==> src/common/rxs_pkg.sv <==
// Package for the receive-port status and error-count register bank.
// Assumes a byte-wide register access port behind the local I2C target.
package rxs_pkg;

	// ************************************************************
	// Sizing
	// ************************************************************
	localparam int          RXS_NPORTS     = 4;       // Receive ports in the hub
	localparam int          RXS_PSEL_W     = 2;       // Bits of read port index

	// ************************************************************
	// Register offsets
	// ************************************************************
	localparam logic [7:0]  RXS_ADDR_PSEL  = 8'h4c;   // Port-select register
	localparam logic [7:0]  RXS_ADDR_STS2  = 8'h53;   // sensor_status_word_two
	localparam logic [7:0]  RXS_ADDR_STS3  = 8'h54;   // sensor_status_word_three
	localparam logic [7:0]  RXS_ADDR_PHI   = 8'h55;   // parity_error_count_high
	localparam logic [7:0]  RXS_ADDR_PLO   = 8'h56;   // parity_error_count_low
	localparam logic [7:0]  RXS_ADDR_BIST  = 8'h57;   // self_test_error_tally

	// ************************************************************
	// Field positions and reset values
	// ************************************************************
	localparam int          RXS_PSEL_LSB   = 0;       // Read port index field
	localparam int          RXS_CNT_HI_LSB = 8;       // Upper byte of count
	localparam logic [7:0]  RXS_RST_BYTE   = 8'h00;   // Reset of every byte
	localparam logic [15:0] RXS_RST_CNT    = 16'h0000;
	localparam logic [15:0] RXS_CNT_MAX    = 16'hffff; // Saturation point
	localparam logic [7:0]  RXS_BIST_MAX   = 8'hff;    // Tally saturation

endpackage : rxs_pkg

==> src/common/rxs_bank_if.sv <==
// Interface between the register hub and one per-port status bank.
// Assumes both ends sit on the same core clock.
`timescale 1ns/1ps
`default_nettype none
interface rxs_bank_if;
	logic        rd_lo;   // Host read of the low count byte, one cycle
	logic [7:0]  sts2;    // Forward-channel status word two
	logic [7:0]  sts3;    // Forward-channel status word three
	logic [15:0] cnt;     // Parity error count
	logic [7:0]  bist;    // Self-test error tally

	modport hub  (output rd_lo, input sts2, input sts3, input cnt, input bist);
	modport bank (input rd_lo, output sts2, output sts3, output cnt, output bist);
endinterface : rxs_bank_if
`default_nettype wire

==> src/verilog/rxs_status_regs.sv <==
// Register hub for per-port sensor status, parity and self-test counts.
// Assumes the I2C target decodes transactions into the byte access port.
// Register map; all but the port select belong to the selected port:
//   0x4c  port select, read and write, bits 1:0 pick the port
//   0x53  sensor_status_word_two, read only, loaded by the link
//   0x54  sensor_status_word_three, read only, loaded by the link
//   0x55  parity_error_count_high, read only
//   0x56  parity_error_count_low, a read restarts the whole count
//   0x57  self_test_error_tally, read only
// Every other offset reads as zero; writes to it are dropped.
//
// Access port timing:
//   A read request is answered one cycle later with a one-cycle
//   strobe; the read data then stands until the next answer.
//   A write to the port select steers reads from the next cycle.
//   A write and a read in one cycle read the old port selection.
//
// Hazards for software:
//   Read the high count byte first. The low byte read restarts the
//   count, so the other order loses the upper bits.
//   Keep the error source quiet between the two byte reads, or the
//   two halves may come from different counts.
//   The count saturates at all ones and never wraps to a small value.
`timescale 1ns/1ps
`default_nettype none
module rxs_status_regs
	import rxs_pkg::*;
#(
	parameter int NPORTS = RXS_NPORTS   // Receive ports
)
(
	// Clock and reset
	input  wire logic                CLOCK,
	input  wire logic                SRST,
	// Register access port from the I2C target
	input  wire logic [7:0]          REG_ADDR,
	input  wire logic                REG_RD,
	input  wire logic                REG_WR,
	input  wire logic [7:0]          REG_WDATA,
	output logic      [7:0]          REG_RDATA,
	output logic                     REG_RVALID,
	// Forward channel status, one byte lane per port
	input  wire logic [NPORTS-1:0]   FC_LOAD2,
	input  wire logic [NPORTS-1:0]   FC_LOAD3,
	input  wire logic [8*NPORTS-1:0] FC_DATA,
	// Link receiver events per port
	input  wire logic [NPORTS-1:0]   PAR_ERR,
	input  wire logic [NPORTS-1:0]   RX_LOCK,
	// Self-test events per port
	input  wire logic [NPORTS-1:0]   BIST_START,
	input  wire logic [NPORTS-1:0]   BIST_ERR
);
	// ************************************************************
	// Declarations
	// ************************************************************
	logic [7:0]            psel_r, psel_nxt;     // Port-select register
	logic [7:0]            rdata_r, rdata_nxt;   // Read data held for host
	logic                  rvalid_r, rvalid_nxt; // Read answer strobe
	logic [RXS_PSEL_W-1:0] port;                 // Port targeted now
	logic [7:0]            sts2_a [NPORTS];      // Gathered bank outputs
	logic [7:0]            sts3_a [NPORTS];
	logic [15:0]           cnt_a  [NPORTS];
	logic [7:0]            bist_a [NPORTS];
	logic [15:0]           sel_cnt;              // Count of targeted port
	logic [7:0]            sel_sts2;             // Status two of targeted port
	logic [7:0]            sel_sts3;             // Status three of targeted port
	logic [7:0]            sel_bist;             // Tally of targeted port

	rxs_bank_if bif [NPORTS] ();

	// Only the low bits pick the port; the rest are plain storage
	// that reads back, so software may keep tags in them
	assign port    = psel_r[RXS_PSEL_LSB +: RXS_PSEL_W];
	assign sel_cnt = cnt_a[port];
	assign sel_sts2 = sts2_a[port];
	assign sel_sts3 = sts3_a[port];
	assign sel_bist = bist_a[port];

	// ************************************************************
	// Per-port banks
	// ************************************************************
	// One bank per port; only the selected one sees a low-byte read
	for (genvar i = 0; i < NPORTS; i++)
	begin : g_port
		assign bif[i].rd_lo = REG_RD && (REG_ADDR == RXS_ADDR_PLO)
			&& (port == RXS_PSEL_W'(i));
		assign sts2_a[i] = bif[i].sts2;
		assign sts3_a[i] = bif[i].sts3;
		assign cnt_a[i]  = bif[i].cnt;
		assign bist_a[i] = bif[i].bist;

		rxs_port_bank u_bank (
			.clk        (CLOCK),
			.srst       (SRST),
			.fc_load2   (FC_LOAD2[i]),
			.fc_load3   (FC_LOAD3[i]),
			.fc_data    (FC_DATA[8*i +: 8]),
			.par_err    (PAR_ERR[i]),
			.lock       (RX_LOCK[i]),
			.bist_start (BIST_START[i]),
			.bist_err   (BIST_ERR[i]),
			.bus        (bif[i].bank)
		);
	end

	// ************************************************************
	// Register access
	// ************************************************************
	// Decode; writes to read-only bytes are dropped silently
	always_comb
	begin
		psel_nxt   = psel_r;
		rdata_nxt  = rdata_r;
		// Every read is answered by a strobe exactly one cycle later
		rvalid_nxt = REG_RD;
		if (REG_WR && (REG_ADDR == RXS_ADDR_PSEL))
			psel_nxt = REG_WDATA;
		// Read data is registered, so it stands until the next answer
		if (REG_RD)
		begin
			unique case (REG_ADDR)
				RXS_ADDR_PSEL: rdata_nxt = psel_r;
				RXS_ADDR_STS2: rdata_nxt = sts2_a[port];
				RXS_ADDR_STS3: rdata_nxt = sts3_a[port];
				RXS_ADDR_PHI:  rdata_nxt = sel_cnt[RXS_CNT_HI_LSB +: 8];
				// Pre-clear value is returned; clear lands the same edge
				RXS_ADDR_PLO:  rdata_nxt = sel_cnt[7:0];
				RXS_ADDR_BIST: rdata_nxt = bist_a[port];
				default:       rdata_nxt = RXS_RST_BYTE;          // Unmapped reads zero
			endcase
		end
	end

	// Registers only
	always_ff @(posedge CLOCK)
	begin
		if (SRST)
		begin
			psel_r   <= RXS_RST_BYTE;
			rdata_r  <= RXS_RST_BYTE;
			rvalid_r <= 1'b0;
		end
		else
		begin
			psel_r   <= psel_nxt;
			rdata_r  <= rdata_nxt;
			rvalid_r <= rvalid_nxt;
		end
	end

	assign REG_RDATA  = rdata_r;
	assign REG_RVALID = rvalid_r;
endmodule : rxs_status_regs
`default_nettype wire

==> src/verilog/rxs_port_bank.sv <==
// One receive port's status words, parity count and self-test tally.
// Assumes all link-side inputs are synchronous one-cycle events or levels.
`timescale 1ns/1ps
`default_nettype none
module rxs_port_bank
	import rxs_pkg::*;
(
	// Clock and reset
	input  wire logic       clk,
	input  wire logic       srst,
	// Forward channel status loads
	input  wire logic       fc_load2,
	input  wire logic       fc_load3,
	input  wire logic [7:0] fc_data,
	// Link receiver events
	input  wire logic       par_err,
	input  wire logic       lock,
	// Self-test events
	input  wire logic       bist_start,
	input  wire logic       bist_err,
	// Register hub side
	rxs_bank_if.bank        bus
);
	// ************************************************************
	// State
	// ************************************************************
	logic [7:0]  sts2_r, sts2_nxt;   // Status word two
	logic [7:0]  sts3_r, sts3_nxt;   // Status word three
	logic [15:0] cnt_r, cnt_nxt;     // Parity error count
	logic [7:0]  bist_r, bist_nxt;   // Self-test tally
	logic        lock_r, lock_nxt;   // Lock seen last cycle
	logic        lock_rise;          // Lock newly gained
	logic        cnt_clr;            // Count restarts this cycle
	logic [15:0] cnt_base;           // Count after any restart

	// Next values
	always_comb
	begin
		lock_nxt  = lock;
		lock_rise = lock & ~lock_r;
		cnt_clr   = bus.rd_lo | lock_rise;
		cnt_base  = cnt_clr ? RXS_RST_CNT : cnt_r;
		// An error in the clearing cycle is kept: set wins over clear
		if (par_err && (cnt_base != RXS_CNT_MAX))
			cnt_nxt = cnt_base + 16'h0001;
		else
			cnt_nxt = cnt_base;
		sts2_nxt = fc_load2 ? fc_data : sts2_r;
		sts3_nxt = fc_load3 ? fc_data : sts3_r;
		// Tally saturates so a long test never looks clean
		if (bist_start)
			bist_nxt = RXS_RST_BYTE;
		else if (bist_err && (bist_r != RXS_BIST_MAX))
			bist_nxt = bist_r + 8'h01;
		else
			bist_nxt = bist_r;
	end

	// Registers only
	always_ff @(posedge clk)
	begin
		if (srst)
		begin
			sts2_r <= RXS_RST_BYTE;
			sts3_r <= RXS_RST_BYTE;
			cnt_r  <= RXS_RST_CNT;
			bist_r <= RXS_RST_BYTE;
			lock_r <= 1'b0;
		end
		else
		begin
			sts2_r <= sts2_nxt;
			sts3_r <= sts3_nxt;
			cnt_r  <= cnt_nxt;
			bist_r <= bist_nxt;
			lock_r <= lock_nxt;
		end
	end

	assign bus.sts2 = sts2_r;
	assign bus.sts3 = sts3_r;
	assign bus.cnt  = cnt_r;
	assign bus.bist = bist_r;
endmodule : rxs_port_bank
`default_nettype wire

==> config.mk <==
export PLATFORM = sky130hd
export DESIGN_NAME = rxs_status_regs
export DESIGN_NICKNAME = d
export VERILOG_FILES = /design/src/common/rxs_pkg.sv /design/src/common/rxs_bank_if.sv /design/src/verilog/rxs_status_regs.sv /design/src/verilog/rxs_port_bank.sv
export SDC_FILE = /design/constraint.sdc
export NUM_CORES = 1
export LEC_CHECK = 0
export CAP_MARGIN = 5
export CORE_AREA = 2 2 123 215
export DETAILED_ROUTE_END_ITERATION = 10
export DIE_AREA = 0 0 125 217
export DONT_BUFFER_PORTS = 1
export PLACE_DENSITY = 0.57
export RECOVER_POWER = 100
export SYNTH_ARGS = -nofsm -noshare
export SYNTH_HDL_FRONTEND = slang
export SYNTH_HIERARCHICAL = 1
export SYNTH_SLANG_ARGS = --single-unit
==> constraint.sdc <==
create_clock -name CLOCK -period 5.15 [get_ports CLOCK]
set_input_delay 1.03 -clock CLOCK [delete_from_list [all_inputs] [get_ports CLOCK]]
set_output_delay 1.03 -clock CLOCK [all_outputs]
set_load 0.05 [all_outputs]
==> key figures <==
Status
  • Status: finished with violations
  • Failing checks: max-capacitance violations, max-slew violations

Detailed routing
  • Initial DRC Count: 684
  • Vias per cell: 6.27
  • DR pass1 iterations: 5
  • Average wire per cell in the routed design: between 20 and 25 µm
  • DRT antenna net count: 0
  • WL final: about 32000 µm
  • Via count: 8822
  • DRC errors left: 0

Setup path
  • FF-to-FF setup slack: roughly 0.97 ns
  • Reg2reg path depth: 6
  • Worst-path maximum fanout: 10
  • Crit. End Element: flip-flop
  • Startpoint Class: input pin
  • Worst path depth: 12
  • Critical Path End: g_port[0].u_bank/bus.cnt[15]$_SDFF_PP0_
  • Worst-path cell chain: nor3b_2 > nand3_1 > or4_1 > nor3_1 > clkbuf_1 > nor2_1 > and2_0 > ha_1 > and2_0 > and3_1 > or4_4 > mux2_4
  • Worst path most repeated cell: and2_0
  • CP startpoint: REG_ADDR[5]
  • Worst reg2reg path startpoint: psel_r[1]$_SDFFE_PP0P_
  • Required time of the critical path: 5.50 ns
  • Crit path largest cell delay: 0.63 ns
  • Crit path kind: in -> reg
  • Crit-path slowest cell: or4_1
  • R2R Path End: REG_RDATA[5]$_SDFFE_PP0P_
  • Worst Path Buf+Inv: 1
  • Worst path arrival time: approximately 5.0 ns
  • CP delay by family, top: simple AND/OR/NAND/NOR gates

Timing
  • Final hold vios: 0
  • Fin crit period: 4.60 ns
  • Setup TNS Final: 0 ns
  • Final setup viols: 0
  • Worst Tran Pin Value: 2.13 ns
  • Pins Over Slew Limit: 32
  • Hold WS: 0.463 ns
  • RSZ-0062 raised after global routing: no
  • Fin worst setup slack: around 0.55 ns
  • Peak Freq: 218 MHz
  • Final period utilization: ~89%
  • Max_slew headroom: -41.9%
  • Max Clock Skew: around 0.009 ns

Floorplan
  • Core area: 25600 µm²
  • IO Pins: 85
  • Chip height: ~220 µm
  • Initial core utilization: between 30% and 40%
  • Die width: approximately 130 µm
  • Die area: 27100 µm²
  • Num rows: 78

Power
  • Total chip power: between 2 and 3 mW
  • P_leak: 3.71 nW
  • Maximum VDD drop: 0.000238 V
  • Pwr dens: 279 nW/µm²

Synthesis
  • Syn Nets: 1196
  • Async set or reset register ratio after synthesis: 0%
  • Syn_area_per_cell: 9.03 µm²
  • Yosys top cell area share: 36.1%
  • Post-Synthesis Cells: 1112
  • FF+latch count, synth: 181
  • Distinct cells, synth: 63
  • Synth Warn #: 6
  • Register area share after synthesis: 36.1%
  • Number of synthesized flops with an enable pin: 0
  • Most instantiated library cell after synthesis: dfxtp_1
  • Cell taking the most area after synthesis: dfxtp_1
  • Synth top area cells: dfxtp_1, mux2i_1, nor2_1
  • Synth Flop Type: dfxtp_1
  • Post-synth top cells: dfxtp_1, mux2i_1, nor2_1
  • Cell Area, Synth: 10000 µm²

Clock network
  • Cts hold-fix bufs: 0
  • CTS resizes: 0
  • CTS tree: yes
  • CTS H-tree depth: 4
  • Reg clk slew, reported paths: roughly 0.070 ns
  • Clock sinks: 181
  • Max Buffers Root-to-Sink: 2
  • Root Driver: clkbuf_16
  • Inserted Clock Buffers: 17
  • # Post-CTS Setup Buffers: 0
  • Clk_lat worst skew: 0.46 ns

Layout
  • Layout area overhead: 6.38%
  • Filler-free cell count of the finished design: between 1000 and 1500
  • Layout cells sized above 1: 5.33%
  • Diode count: 0
  • Layout Nets: 1159

Worst hold path
  • Hold Path Class: reg -> reg
  • Hold path depth: 2

GRT
  • All-Layer GR Usage: 23.4%
  • Total global routing overflow: 0
  • Vias in the first global route: 8633
  • Pin count of the biggest net entering global routing: 134
  • First-pass GRT wire length: 49300 µm
  • Initial antenna violation count: 1

Place
  • Place WS: 0.471 ns
  • RD Place Congestion: 0.944
  • DP HPWL: 24200 µm
  • Dpl cells: 1376
  • IO buf count: 0

Job
  • Maxcap violations: 1
## routing by layer
metal / up-vias / track usage, % / share of wire [%]
li1: 4171 / - / -
met1: 4292 / 24.7 / 37
met2: 290 / 43.8 / 54
met3: 69 / 4.99 / 5.4
met4: 0 / 10.6 / 3.8
met5: - / 0 / 0
## cells in the final DEF (no fill, tap or decap), drive strengths merged, types with 26 or more instances in the layout
master  netlist  final
mux2i       133    133
nand2        79     79
dfxtp       181    181
nor2        121    121
and3         27     27
nor3         37     37
a21oi        32     32
nand3        37     37
a31oi        26     26
a211oi       27     27
## logic make-up after synthesis
logic type,count (synthesis),synth area share [%]
AOI/OAI and AO/OA,232,17.2
xor gates and xnor gates,16,1.40
adders and majority gates,8,0.997
buffers and inverters,81,4.11
DFF,181,36.1
muxes,151,17.1
and+or+nand+nor,443,23.1
## worst min path at each step
stage | startpoint | to | slack, ns
floorplan | psel_r[5]$_SDFFE_PP0P_ | psel_r[5]$_SDFFE_PP0P_ | 0.43
global placement | psel_r[7]$_SDFFE_PP0P_ | psel_r[7]$_SDFFE_PP0P_ | 0.44
detailed placement | psel_r[5]$_SDFFE_PP0P_ | psel_r[5]$_SDFFE_PP0P_ | 0.44
CTS | psel_r[5]$_SDFFE_PP0P_ | psel_r[5]$_SDFFE_PP0P_ | 0.45
global route | psel_r[2]$_SDFFE_PP0P_ | psel_r[2]$_SDFFE_PP0P_ | 0.48
finish | psel_r[5]$_SDFFE_PP0P_ | psel_r[5]$_SDFFE_PP0P_ | 0.46
## worst reg2reg max path: cells and delay by family (launching register included)
| kind | cells | cell delay (ns) |
|---|---|---|
| and+or+nand+nor | 2 | 0.83 |
| buffers and inverters | 1 | 1.60 |
| DFF | 1 | 1.09 |
| AOI/OAI and AO/OA | 3 | 0.58 |
## area by class of cell
class | instances | area, µm²
fillers | 2620 | 14900
multi-input cells | 850 | 5980
flip-flops and latches | 181 | 3620
clock buffers | 21 | 440
well taps | 320 | 400
clock inverters | 11 | 124
inverters | 18 | 67.6
repair buffers | 7 | 41.3
## metrics by stage
stage / cell area [µm²] / util [%]
2_1_floorplan: 10000 / -
3_3_place_gp: 10100 / 39.7
3_5_place_dp: 10100 / 39.7
4_1_cts: 10700 / 41.9
5_1_grt: 10700 / 41.8
6_report: 10700 / 41.8
## power by group
group | internal [mW] | switching [mW]
Combinational | 0.0843 | 0.0960
Clock | 0.718 | 0.593
Sequential | 1.44 | 0.0480
Total | 2.24 | 0.737
## sequential cells by signal, summed over array words and instances (netlist names)
register	cells
g_port.u_bank/bus.sts3	32
g_port.u_bank/bus.cnt	64
g_port.u_bank/bus.sts2	32
psel_r	8
REG_RVALID	1
REG_RDATA	8
g_port.u_bank/bus.bist	32
g_port.u_bank/lock_r	4
Power figures use the tool's default switching activity.
